[src/shared/scms_pkg.sv]
// Purpose: constants and types for the servo control mode decoder
// Assumes: 32-bit AXI4-Lite register access, one word per register
// Notes:   offsets are byte addresses
package scms_pkg;
    // ------------------------------------------------------------
    // register offsets
    // ------------------------------------------------------------
    localparam logic [7:0] OFS_SETUP_ONE   = 8'h00;  // shadow setup word one
    localparam logic [7:0] OFS_SETUP_TWO   = 8'h04;  // shadow setup word two
    localparam logic [7:0] OFS_ACTIVE      = 8'h08;  // active words, read only
    localparam logic [7:0] OFS_THRESH_LOCK = 8'h0c;
    localparam logic [7:0] OFS_THRESH_TRQ  = 8'h10;
    localparam logic [7:0] OFS_THRESH_SPD  = 8'h14;
    localparam logic [7:0] OFS_THRESH_ACC  = 8'h18;
    localparam logic [7:0] OFS_STATUS      = 8'h1c;  // control state, read only
    localparam logic [7:0] OFS_IRQ_STAT    = 8'h20;  // sticky events, clear on read
    localparam logic [7:0] OFS_IRQ_MASK    = 8'h24;
    localparam logic [7:0] OFS_CTRL        = 8'h28;  // bit0 power reset request

    // ------------------------------------------------------------
    // field positions of setup word one
    // ------------------------------------------------------------
    localparam int BIT_AUTO_CLR  = 5;
    localparam int BIT_FREE_RUN  = 6;
    localparam int BIT_DB_HOLD   = 7;
    localparam int BIT_OT_TORQUE = 8;
    localparam int BIT_MODE_LO   = 10;
    localparam int BIT_PSW_LO    = 12;
    localparam int BIT_ENC_ABS   = 14;
    localparam int BIT_TRQ_FF    = 15;
    localparam int BIT_INT_SPEED = 2;  // in setup word two

    // ------------------------------------------------------------
    // reset values
    // ------------------------------------------------------------
    localparam logic [15:0] RST_SETUP_ONE = 16'h302c;  // factory bits 2,3,5 and d,C
    localparam logic [15:0] RST_SETUP_TWO = 16'h0000;
    localparam logic [15:0] RST_THRESH    = 16'h0000;
    localparam logic [3:0]  RST_MASK      = 4'h0;

    // ------------------------------------------------------------
    // encodings
    // ------------------------------------------------------------
    typedef enum logic [1:0] {
        SCMS_MODE_SPEED  = 2'b00,
        SCMS_MODE_LOCK   = 2'b01,
        SCMS_MODE_TRQ_I  = 2'b10,
        SCMS_MODE_TRQ_II = 2'b11
    } scms_mode_t;

    typedef enum logic [1:0] {
        SCMS_PSW_TORQUE = 2'b00,
        SCMS_PSW_SPEED  = 2'b01,
        SCMS_PSW_ACCEL  = 2'b10,
        SCMS_PSW_NONE   = 2'b11
    } scms_psw_t;

    typedef enum logic [1:0] {
        SCMS_LOOP_SPEED = 2'b00,
        SCMS_LOOP_POS   = 2'b01,
        SCMS_LOOP_TRQ   = 2'b10
    } scms_loop_t;

    // interrupt status bits
    localparam int IRQ_LOCK_ON  = 0;
    localparam int IRQ_PSW_ON   = 1;
    localparam int IRQ_AUTO_CLR = 2;
    localparam int IRQ_LIMITING = 3;
endpackage

[src/hdl/scms_mode_select.sv]
// Purpose: servo control mode decoder with AXI4-Lite setup registers
// Assumes: inputs synchronous to clock; speeds and commands are unsigned magnitudes
// Notes:   edited setup words take effect only at a power reset
//
// Notes on behaviour
// - mode 0,0 speed loop, pin drops gain
// - mode 0,1 speed loop, pin holds position
// - hold and slow motor gives position lock
// - mode 1,0 torque loop, pin ignored
// - mode 1,1 pin picks torque or speed
// - torque loop uses speed command as limit
// - over limit, braking torque follows excess
// - field d,C chooses P switch condition
// - P switch only in speed loop
// - bit E selects absolute encoder
// - bit F enables torque feed-forward
// - bit 5 auto-clears momentary stop alarm
// - bit 6 without 8 releases brake stopped
// - torque loop stops by bit 6 only
// - internal speed mode reinterprets field b,A
// - setup bits apply only after power reset
// - word two bit 2 selects internal speed
//
// Design decisions made here: the placing of the registers and the AXI4-Lite interface to the registers.
`timescale 1ns/1ns
module scms_mode_select (
    input  wire logic        clock,
    input  wire logic        resetn,
    // AXI4-Lite slave
    input  wire logic [7:0]  s_awaddr,
    input  wire logic        s_awvalid,
    output      logic        s_awready,
    input  wire logic [31:0] s_wdata,
    input  wire logic [3:0]  s_wstrb,
    input  wire logic        s_wvalid,
    output      logic        s_wready,
    output      logic [1:0]  s_bresp,
    output      logic        s_bvalid,
    input  wire logic        s_bready,
    input  wire logic [7:0]  s_araddr,
    input  wire logic        s_arvalid,
    output      logic        s_arready,
    output      logic [31:0] s_rdata,
    output      logic [1:0]  s_rresp,
    output      logic        s_rvalid,
    input  wire logic        s_rready,
    // drive side
    input  wire logic        power_reset,
    input  wire logic        multi_function_pin,
    input  wire logic [15:0] speed_command_in,
    input  wire logic [15:0] torque_command_in,
    input  wire logic [15:0] motor_speed,
    input  wire logic [15:0] motor_accel,
    input  wire logic        motor_stopped,
    input  wire logic        momentary_stop_alarm,
    input  wire logic        fault_stop,
    input  wire logic        overtravel,
    output      logic [1:0]  control_loop,
    output      logic        p_control,
    output      logic [15:0] speed_limit,
    output      logic [15:0] limit_torque,
    output      logic        encoder_absolute,
    output      logic        torque_ff_enable,
    output      logic        alarm_auto_clear,
    output      logic        brake_relay_on,
    output      logic        free_run_stop,
    output      logic        overtravel_torque_stop,
    output      logic        internal_speed_mode,
    output      logic [1:0]  internal_speed_select,
    output      logic        irq
);
    // ------------------------------------------------------------
    // state
    // ------------------------------------------------------------
    typedef struct packed {
        logic        aw_held;
        logic [7:0]  aw_addr;
        logic        w_held;
        logic [31:0] w_data;
        logic [3:0]  w_strb;
        logic        bvalid;
        logic        rvalid;
        logic [31:0] rdata;
        logic [15:0] setup_word_one;
        logic [15:0] setup_word_two;
        logic [15:0] act_one;
        logic [15:0] act_two;
        logic [15:0] lock_speed_threshold;
        logic [15:0] torque_switch_threshold;
        logic [15:0] speed_switch_threshold;
        logic [15:0] accel_switch_threshold;
        logic        sw_reset_req;
        logic        por_load;
        logic [3:0]  irq_stat;
        logic [3:0]  irq_mask;
        logic [1:0]  loop;
        logic        p_ctl;
        logic [15:0] spd_lim;
        logic [15:0] lim_trq;
        logic        brake;
        logic        free_run;
        logic        ot_torque;
        logic        auto_clr;
    } scms_state_t;

    scms_state_t st_r;
    scms_state_t st_nxt;

    // merge bus bytes into a 16-bit register
    function automatic logic [15:0] merge16(input logic [15:0] old, input logic [31:0] d, input logic [3:0] s);
        merge16 = old;
        if (s[0]) begin
            merge16[7:0] = d[7:0];
        end
        if (s[1]) begin
            merge16[15:8] = d[15:8];
        end
    endfunction

    // ------------------------------------------------------------
    // next state
    // ------------------------------------------------------------
    logic              wr_go;
    logic              rd_go;
    scms_pkg::scms_mode_t mode;
    scms_pkg::scms_psw_t  psw;
    logic              int_spd;
    logic              speed_loop;
    logic              trq_loop;
    logic              lock_now;
    logic              psw_hit;
    logic              over_lim;
    logic [3:0]        evt;
    logic [31:0]       rd_val;

    always_comb begin
        st_nxt = st_r;
        // bus handshakes: address and data taken in either order
        if (s_awvalid && !st_r.aw_held) begin
            st_nxt.aw_held = 1'b1;
            st_nxt.aw_addr = s_awaddr;
        end
        if (s_wvalid && !st_r.w_held) begin
            st_nxt.w_held = 1'b1;
            st_nxt.w_data = s_wdata;
            st_nxt.w_strb = s_wstrb;
        end
        wr_go = st_r.aw_held && st_r.w_held && !st_r.bvalid;
        rd_go = s_arvalid && !st_r.rvalid;
        if (st_r.bvalid && s_bready) begin
            st_nxt.bvalid = 1'b0;
        end
        if (st_r.rvalid && s_rready) begin
            st_nxt.rvalid = 1'b0;
        end

        // decode from active words only, never the shadow
        mode    = scms_pkg::scms_mode_t'(st_r.act_one[scms_pkg::BIT_MODE_LO +: 2]);
        psw     = scms_pkg::scms_psw_t'(st_r.act_one[scms_pkg::BIT_PSW_LO +: 2]);
        int_spd = st_r.act_two[scms_pkg::BIT_INT_SPEED];

        // loop choice; field b,A left to the internal speed block when selected
        lock_now = 1'b0;
        if (int_spd) begin
            speed_loop = 1'b1;
        end else begin
            unique case (mode)
                scms_pkg::SCMS_MODE_SPEED:  speed_loop = 1'b1;
                scms_pkg::SCMS_MODE_LOCK: begin
                    speed_loop = 1'b1;
                    lock_now   = multi_function_pin && (motor_speed < st_r.lock_speed_threshold);
                end
                scms_pkg::SCMS_MODE_TRQ_I:  speed_loop = 1'b0;
                scms_pkg::SCMS_MODE_TRQ_II: speed_loop = multi_function_pin;
            endcase
        end
        trq_loop = !speed_loop;
        if (lock_now) begin
            st_nxt.loop = scms_pkg::SCMS_LOOP_POS;
        end else if (trq_loop) begin
            st_nxt.loop = scms_pkg::SCMS_LOOP_TRQ;
        end else begin
            st_nxt.loop = scms_pkg::SCMS_LOOP_SPEED;
        end

        // P switch condition, speed loop only
        unique case (psw)
            scms_pkg::SCMS_PSW_TORQUE: psw_hit = torque_command_in > st_r.torque_switch_threshold;
            scms_pkg::SCMS_PSW_SPEED:  psw_hit = speed_command_in > st_r.speed_switch_threshold;
            scms_pkg::SCMS_PSW_ACCEL:  psw_hit = motor_accel > st_r.accel_switch_threshold;
            scms_pkg::SCMS_PSW_NONE:   psw_hit = 1'b0;
        endcase
        st_nxt.p_ctl = speed_loop && !lock_now && (psw_hit ||
            (!int_spd && mode == scms_pkg::SCMS_MODE_SPEED && multi_function_pin));

        // speed limit in torque loop; braking torque tracks the excess
        over_lim        = trq_loop && (motor_speed > speed_command_in);
        st_nxt.spd_lim  = trq_loop ? speed_command_in : 16'h0000;
        st_nxt.lim_trq  = over_lim ? 16'(motor_speed - speed_command_in) : 16'h0000;

        // stop behaviour: torque loop ignores bit 8
        st_nxt.free_run  = st_r.act_one[scms_pkg::BIT_FREE_RUN];
        st_nxt.ot_torque = trq_loop ? 1'b0 : st_r.act_one[scms_pkg::BIT_OT_TORQUE];
        if (st_r.act_one[scms_pkg::BIT_FREE_RUN] && !st_nxt.ot_torque) begin
            st_nxt.brake = fault_stop && !motor_stopped;
        end else begin
            st_nxt.brake = fault_stop && (!motor_stopped || st_r.act_one[scms_pkg::BIT_DB_HOLD]);
        end
        st_nxt.auto_clr = momentary_stop_alarm && st_r.act_one[scms_pkg::BIT_AUTO_CLR];

        // setup word writes go to the shadow copy only; thresholds, mask and control update at once
        if (wr_go) begin
            st_nxt.aw_held = 1'b0;
            st_nxt.w_held  = 1'b0;
            st_nxt.bvalid  = 1'b1;
            unique case (st_r.aw_addr)
                scms_pkg::OFS_SETUP_ONE:   st_nxt.setup_word_one = merge16(st_r.setup_word_one, st_r.w_data, st_r.w_strb);
                scms_pkg::OFS_SETUP_TWO:   st_nxt.setup_word_two = merge16(st_r.setup_word_two, st_r.w_data, st_r.w_strb);
                scms_pkg::OFS_THRESH_LOCK: st_nxt.lock_speed_threshold =
                    merge16(st_r.lock_speed_threshold, st_r.w_data, st_r.w_strb);
                scms_pkg::OFS_THRESH_TRQ:  st_nxt.torque_switch_threshold =
                    merge16(st_r.torque_switch_threshold, st_r.w_data, st_r.w_strb);
                scms_pkg::OFS_THRESH_SPD:  st_nxt.speed_switch_threshold =
                    merge16(st_r.speed_switch_threshold, st_r.w_data, st_r.w_strb);
                scms_pkg::OFS_THRESH_ACC:  st_nxt.accel_switch_threshold =
                    merge16(st_r.accel_switch_threshold, st_r.w_data, st_r.w_strb);
                scms_pkg::OFS_IRQ_MASK: begin
                    if (st_r.w_strb[0]) begin
                        st_nxt.irq_mask = st_r.w_data[3:0];
                    end
                end
                scms_pkg::OFS_CTRL: begin
                    if (st_r.w_strb[0]) begin
                        st_nxt.sw_reset_req = st_r.w_data[0];
                    end
                end
                default: ;
            endcase
        end

        // power reset transfer; shadow becomes active and the request self-clears on the same edge
        st_nxt.por_load = 1'b0;
        if (power_reset || st_r.sw_reset_req) begin
            st_nxt.act_one      = st_r.setup_word_one;
            st_nxt.act_two      = st_r.setup_word_two;
            st_nxt.sw_reset_req = 1'b0;
        end

        // register reads; status read clears, new events win over the clear
        unique case (s_araddr)
            scms_pkg::OFS_SETUP_ONE:   rd_val = {16'h0000, st_r.setup_word_one};
            scms_pkg::OFS_SETUP_TWO:   rd_val = {16'h0000, st_r.setup_word_two};
            scms_pkg::OFS_ACTIVE:      rd_val = {st_r.act_two, st_r.act_one};
            scms_pkg::OFS_THRESH_LOCK: rd_val = {16'h0000, st_r.lock_speed_threshold};
            scms_pkg::OFS_THRESH_TRQ:  rd_val = {16'h0000, st_r.torque_switch_threshold};
            scms_pkg::OFS_THRESH_SPD:  rd_val = {16'h0000, st_r.speed_switch_threshold};
            scms_pkg::OFS_THRESH_ACC:  rd_val = {16'h0000, st_r.accel_switch_threshold};
            scms_pkg::OFS_STATUS:      rd_val = {26'h0, st_r.brake, st_r.p_ctl, int_spd,
                                                 st_r.act_one[scms_pkg::BIT_ENC_ABS], st_r.loop};
            scms_pkg::OFS_IRQ_STAT:    rd_val = {28'h0, st_r.irq_stat};
            scms_pkg::OFS_IRQ_MASK:    rd_val = {28'h0, st_r.irq_mask};
            scms_pkg::OFS_CTRL:        rd_val = {31'h0, st_r.sw_reset_req};
            default:                   rd_val = 32'h0000_0000;
        endcase
        if (rd_go) begin
            st_nxt.rvalid = 1'b1;
            st_nxt.rdata  = rd_val;
            if (s_araddr == scms_pkg::OFS_IRQ_STAT) begin
                st_nxt.irq_stat = 4'h0;
            end
        end
        evt = '0;
        evt[scms_pkg::IRQ_LOCK_ON]  = lock_now && st_r.loop != scms_pkg::SCMS_LOOP_POS;
        evt[scms_pkg::IRQ_PSW_ON]   = st_nxt.p_ctl && !st_r.p_ctl;
        evt[scms_pkg::IRQ_AUTO_CLR] = st_nxt.auto_clr && !st_r.auto_clr;
        evt[scms_pkg::IRQ_LIMITING] = over_lim && st_r.lim_trq == 16'h0000;
        st_nxt.irq_stat = st_nxt.irq_stat | evt;
    end

    // ------------------------------------------------------------
    // registers
    // ------------------------------------------------------------
    // reset loads factory words so the decode is sane from the first edge
    always_ff @(posedge clock or negedge resetn) begin
        if (!resetn) begin
            st_r                         <= '0;
            st_r.setup_word_one          <= scms_pkg::RST_SETUP_ONE;
            st_r.setup_word_two          <= scms_pkg::RST_SETUP_TWO;
            st_r.act_one                 <= scms_pkg::RST_SETUP_ONE;
            st_r.act_two                 <= scms_pkg::RST_SETUP_TWO;
            st_r.lock_speed_threshold    <= scms_pkg::RST_THRESH;
            st_r.torque_switch_threshold <= scms_pkg::RST_THRESH;
            st_r.speed_switch_threshold  <= scms_pkg::RST_THRESH;
            st_r.accel_switch_threshold  <= scms_pkg::RST_THRESH;
            st_r.irq_mask                <= scms_pkg::RST_MASK;
        end else begin
            st_r <= st_nxt;
        end
    end

    // ------------------------------------------------------------
    // outputs
    // ------------------------------------------------------------
    assign s_awready              = !st_r.aw_held;
    assign s_wready               = !st_r.w_held;
    assign s_bvalid               = st_r.bvalid;
    assign s_bresp                = 2'b00;
    assign s_arready              = !st_r.rvalid;
    assign s_rvalid               = st_r.rvalid;
    assign s_rdata                = st_r.rdata;
    assign s_rresp                = 2'b00;
    assign control_loop           = st_r.loop;
    assign p_control              = st_r.p_ctl;
    assign speed_limit            = st_r.spd_lim;
    assign limit_torque           = st_r.lim_trq;
    assign encoder_absolute       = st_r.act_one[scms_pkg::BIT_ENC_ABS];
    assign torque_ff_enable       = st_r.act_one[scms_pkg::BIT_TRQ_FF];
    assign alarm_auto_clear       = st_r.auto_clr;
    assign brake_relay_on         = st_r.brake;
    assign free_run_stop          = st_r.free_run;
    assign overtravel_torque_stop = st_r.ot_torque;
    assign internal_speed_mode    = st_r.act_two[scms_pkg::BIT_INT_SPEED];
    assign internal_speed_select  = st_r.act_one[scms_pkg::BIT_MODE_LO +: 2];
    assign irq                    = |(st_r.irq_stat & st_r.irq_mask);

    // ------------------------------------------------------------
    // checks
    // ------------------------------------------------------------
    property p_torque_i;
        @(posedge clock) disable iff (!resetn)
        (!st_r.act_two[scms_pkg::BIT_INT_SPEED] && st_r.act_one[11:10] == 2'b10)
            |=> control_loop == scms_pkg::SCMS_LOOP_TRQ;
    endproperty
    a_torque_i: assert property (p_torque_i) else $error("torque mode i not in torque loop");

    property p_lock;
        @(posedge clock) disable iff (!resetn)
        (!st_r.act_two[2] && st_r.act_one[11:10] == 2'b01 && multi_function_pin
            && motor_speed < st_r.lock_speed_threshold) |=> control_loop == scms_pkg::SCMS_LOOP_POS;
    endproperty
    a_lock: assert property (p_lock) else $error("position lock not taken");

    property p_psw_speed_only;
        @(posedge clock) disable iff (!resetn)
        control_loop == scms_pkg::SCMS_LOOP_TRQ |-> !p_control;
    endproperty
    a_psw_speed_only: assert property (p_psw_speed_only) else $error("p control in torque loop");

    property p_limit;
        @(posedge clock) disable iff (!resetn)
        ##1 control_loop == scms_pkg::SCMS_LOOP_TRQ |-> speed_limit == $past(speed_command_in);
    endproperty
    a_limit: assert property (p_limit) else $error("speed limit not from speed command");

    property p_apply_at_reset;
        @(posedge clock) disable iff (!resetn)
        (!power_reset && !st_r.sw_reset_req) |=> $stable(st_r.act_one);
    endproperty
    a_apply_at_reset: assert property (p_apply_at_reset) else $error("active word changed without reset");

    property p_brake_release;
        @(posedge clock) disable iff (!resetn)
        (st_r.act_one[6] && !st_nxt.ot_torque && motor_stopped) |=> !brake_relay_on;
    endproperty
    a_brake_release: assert property (p_brake_release) else $error("brake held after stop");

    property p_auto_clear;
        @(posedge clock) disable iff (!resetn)
        (momentary_stop_alarm && st_r.act_one[5]) |=> alarm_auto_clear;
    endproperty
    a_auto_clear: assert property (p_auto_clear) else $error("alarm not auto cleared");

    property p_no_psw;
        @(posedge clock) disable iff (!resetn)
        (st_r.act_one[13:12] == 2'b11 && st_r.act_one[11:10] != 2'b00) |=> !p_control;
    endproperty
    a_no_psw: assert property (p_no_psw) else $error("p switch active while disabled");
endmodule

[config.mk]
export PLATFORM = sky130hd
export DESIGN_NAME = scms_mode_select
export DESIGN_NICKNAME = d
export VERILOG_FILES = /design/src/shared/scms_pkg.sv /design/src/hdl/scms_mode_select.sv
export SDC_FILE = /design/constraint.sdc
export NUM_CORES = 1
export LEC_CHECK = 0
export BUFFER_PORTS_ARGS = -buffer_cell sky130_fd_sc_hd__buf_4
export CORE_ASPECT_RATIO = 1.75
export CORE_UTILIZATION = 51
export DETAILED_ROUTE_END_ITERATION = 12
export GPL_TIMING_DRIVEN = 1
export PLACE_DENSITY = 0.82
export SLEW_MARGIN = 20
export SYNTH_ARGS = -nofsm -noshare
export SYNTH_HDL_FRONTEND = slang
export SYNTH_SLANG_ARGS = --single-unit
[constraint.sdc]
create_clock -name clock -period 2 [get_ports clock]
set_clock_uncertainty 0.2 [all_clocks]
set_input_delay 0.2 -clock clock [delete_from_list [all_inputs] [get_ports clock]]
set_output_delay 0.2 -clock clock [all_outputs]
set_load 0.03 [all_outputs]
==> impl_metrics.tcl <==
set metrics [dict create \
    slew_violations 0 \
    combPwrFrac_pct 27.4 \
    rsz0062_at_grt "true" \
    ios 215 \
    cp-start-kind "flip-flop" \
    grt.total_usage_pct 31.7 \
    critPathMaxStageDelay_ns 0.38 \
    numCtsBuffers 23 \
    synth_edf_count 0 \
    hold_viol 0 \
    synth_seq_area_share_pct 47.1 \
    grt_pass1_vias 11200 \
    ff2ff_path_depth 9 \
    sw_frac_of_total_pct 33.3 \
    synth-seq-cells 238 \
    netSwitchingPower_mw 5.08 \
    yosys_warnings 0 \
    place.gp.congestion 0.996 \
    finalSetupViolCount 18 \
    vias 10800 \
    status "finished, violations left" \
    path_cells "inv_1 -> ha_4 -> nand4_1 -> nor4_4 -> buf_4 -> a21oi_1 -> a21oi_2 -> a211oi_2 -> o31ai_1" \
    path_delay_family "compound AO/OA/AOI/OAI gates" \
    crit_required_ns 2.24 \
    initial_core_util_pct 51.7 \
    clk_latency_ns 0.53 \
    grt_pass1_wl_um 60900 \
    synthFlopType "dfrtp_1" \
    ys_types 70 \
    core_area_mm2 0.0245 \
    fin_cells 1841 \
    routedWlPerCell_um 22.9 \
    async_flop_share_pct 100 \
    r2r_end "st_r[44]" \
    syn_avg_cell_area_um2 11.0 \
    maxCapViolations 0 \
    finalWorstSetupSlack_ns -0.286 \
    die_x_um 121 \
    period_minus_slack_ns 2.29 \
    syn_inst 1151 \
    antenna_found_initial 0 \
    first_pass_iters 5 \
    final.period_utilization_pct 114 \
    clock_path_buffers 3 \
    num_rows 76 \
    root_buffer "clkbuf_16" \
    max_freq_mhz 437 \
    crit_path_top_delay_cell "dfrtp_1" \
    drt_wl_total_um 42200 \
    viasPerCell 5.89 \
    cp.arrival_ns 2.52 \
    drc 0 \
    final_nets 1722 \
    seq_power_share_pct 43.8 \
    worstSetupPathType "reg -> reg" \
    min_path_type "in -> async" \
    multi_input_area_mm2 0.00622 \
    portBuffers 191 \
    relSlewSlack_pct 59.5 \
    die_y_um 211 \
    placedCellCount 1721 \
    cellLeakagePower_nw 8.43 \
    tritoncts "built" \
    grt_overflow_total 0 \
    antenna_cells 0 \
    drtIter0Drc 874 \
    regArea_mm2 0.00597 \
    cp-end-kind "flip-flop" \
    grt_max_degree 74 \
    die_area_mm2 0.0255 \
    tightest_slew_ns 0.608 \
    drive_gt1_share_pct 45.4 \
    crit_fanout 2 \
    hold_ws_ns 0.0415 \
    ant_nets 0 \
    clk_pin_slew_worst_paths_ns 0.06 \
    crit_buf_inv 2 \
    ir_worst_vdd_uv 749 \
    cts_sinks 238 \
    rr_startpoint "st_r[69]" \
    power_density_mw_per_mm2 879 \
    cell_internal_pwr_mw 10.2 \
    htree_levels 1 \
    area_delta_synth_final_pct 36.9 \
    power_frac_clock_pct 28.8 \
    r2r_slack_ns -0.29 \
    syn_area_mm2 0.0127 \
    dp_hpwl_um 29300 \
    violations "setup timing" \
    fill_cells 1639 \
]
worst max path at each step:
stage | from | end | slack, ns | cells after the start
floorplan | motor_speed[0] | limit_torque[12] | -0.26 | 12
global placement | motor_speed[0] | limit_torque[4] | -0.42 | 13
detailed placement | motor_speed[0] | limit_torque[4] | -0.48 | 13
CTS | st_r[94] | st_r[44] | -0.30 | 9
global route | st_r[69] | st_r[44] | -0.33 | 9
finish | st_r[69] | st_r[44] | -0.29 | 9
flip-flops by register name (all words and copies together), names as in the netlist:
signal,count
alarm_auto_clear,1
brake_relay_on,1
control_loop,2
encoder_absolute,1
free_run_stop,1
internal_speed_mode,1
internal_speed_select,2
limit_torque,16
overtravel_torque_stop,1
p_control,1
psw,2
s_bvalid,1
s_rdata,32
s_rvalid,1
speed_limit,16
st_nxt,1
st_r,157
torque_ff_enable,1
layout make-up:
cell class / count / share of cell area, %
Sequential cell: 238 / 34.4
Timing Repair Buffer: 440 / 21.1
Tap cell: 312 / 2.25
Inverter: 98 / 2.19
Clock buffer: 32 / 3.68
Clock inverter: 9 / 0.598
Multi-Input combinational cell: 712 / 35.8
worst reg2reg max path, delay by kind of cell (launching register included):
kind                       cells  cell delay, ns
buffers and inverters          2            0.26
adders and majority gates      1            0.27
DFF                            1            0.38
AOI/OAI and AO/OA              4            0.55
and+or+nand+nor                2            0.53
cells in the mapped netlist (all sizes together), types with 14 or more instances:
master  instances  area [um2]
dfrtp         228        5710
mux2          155        1750
inv            98         368
buf            89         644
ha             79         988
nand2          79         297
nor2           62         235
o21ai          50         262
a21oi          45         233
nand3          21         110
a22o           19         166
clkbuf         17        63.8
a22oi          14         105
per-stage QoR:
step	total power [mW]	setup WS [ns]	utilization [%]	cell area, um2	TNS, ns
after floorplan	8.23	-0.264	-	12700	-3.73
after CTS	14.7	-0.295	68.0	16700	-0.572
after global placement	9.98	-0.420	62.2	15300	-7.58
after global routing	15.8	-0.328	70.8	17400	-1.87
final	15.3	-0.286	70.8	17400	-1.06
after detailed placement	10.2	-0.477	62.2	15300	-9.32
placed cells by master (no fill, tap or decap), drive strengths merged, types with 9 or more instances in the layout:
| cell | n |
|---|---|
| mux2 | 155 |
| a21o | 11 |
| nor2b | 12 |
| inv | 99 |
| o21ai | 50 |
| buf | 381 |
| nand3 | 21 |
| nand4 | 13 |
| nand2 | 79 |
| a211oi | 9 |
| a21oi | 45 |
| dfrtp | 228 |
| dfstp | 10 |
| a22o | 19 |
| nor3 | 13 |
| nor2 | 62 |
| ha | 79 |
| nor4 | 13 |
| dlygate4sd3 | 58 |
| a22oi | 14 |
| mux2i | 10 |
| clkbuf | 33 |
layer usage:
metal	wire length, um	up-vias	GRT usage, %
li1	-	4741	-
met2	22000	548	56.9
met3	2460	196	4.46
met1	14100	5354	33.1
met4	3620	0	23.5
met5	0	-	0
power by group through the flow:
| stage | registers (mW) | logic [mW] | clock network [mW] |
|---|---|---|---|
| CTS | 6.58 | 3.72 | 4.42 |
| detailed placement | 6.64 | 3.51 | 0 |
| global route | 6.73 | 4.48 | 4.64 |
| finish | 6.68 | 4.18 | 4.40 |
| floorplan | 6.26 | 1.98 | 0 |
| global placement | 6.60 | 3.38 | 0 |
cell families after synthesis:
kind of cell               count (synthesis)  share of synthesized area, %
AOI/OAI and AO/OA                        215                          11.7
other                                      1                        0.0296
DFF                                      238                          47.1
buffers and inverters                    204                          8.49
xor gates and xnor gates                   9                         0.622
adders and majority gates                 80                          7.95
muxes                                    169                          15.3
and+or+nand+nor                          235                          8.87
timing repair:
action,4_1_cts,5_1_grt
resized for setup,19,103
setup endpoints to repair,58,108
buffers inserted,2,18
endpoints found under the hold margin,289,0
hold buffers,58,0
gates cloned,0,1
pin swaps,9,32
No activity file was read; power rests on OpenSTA's default activity.
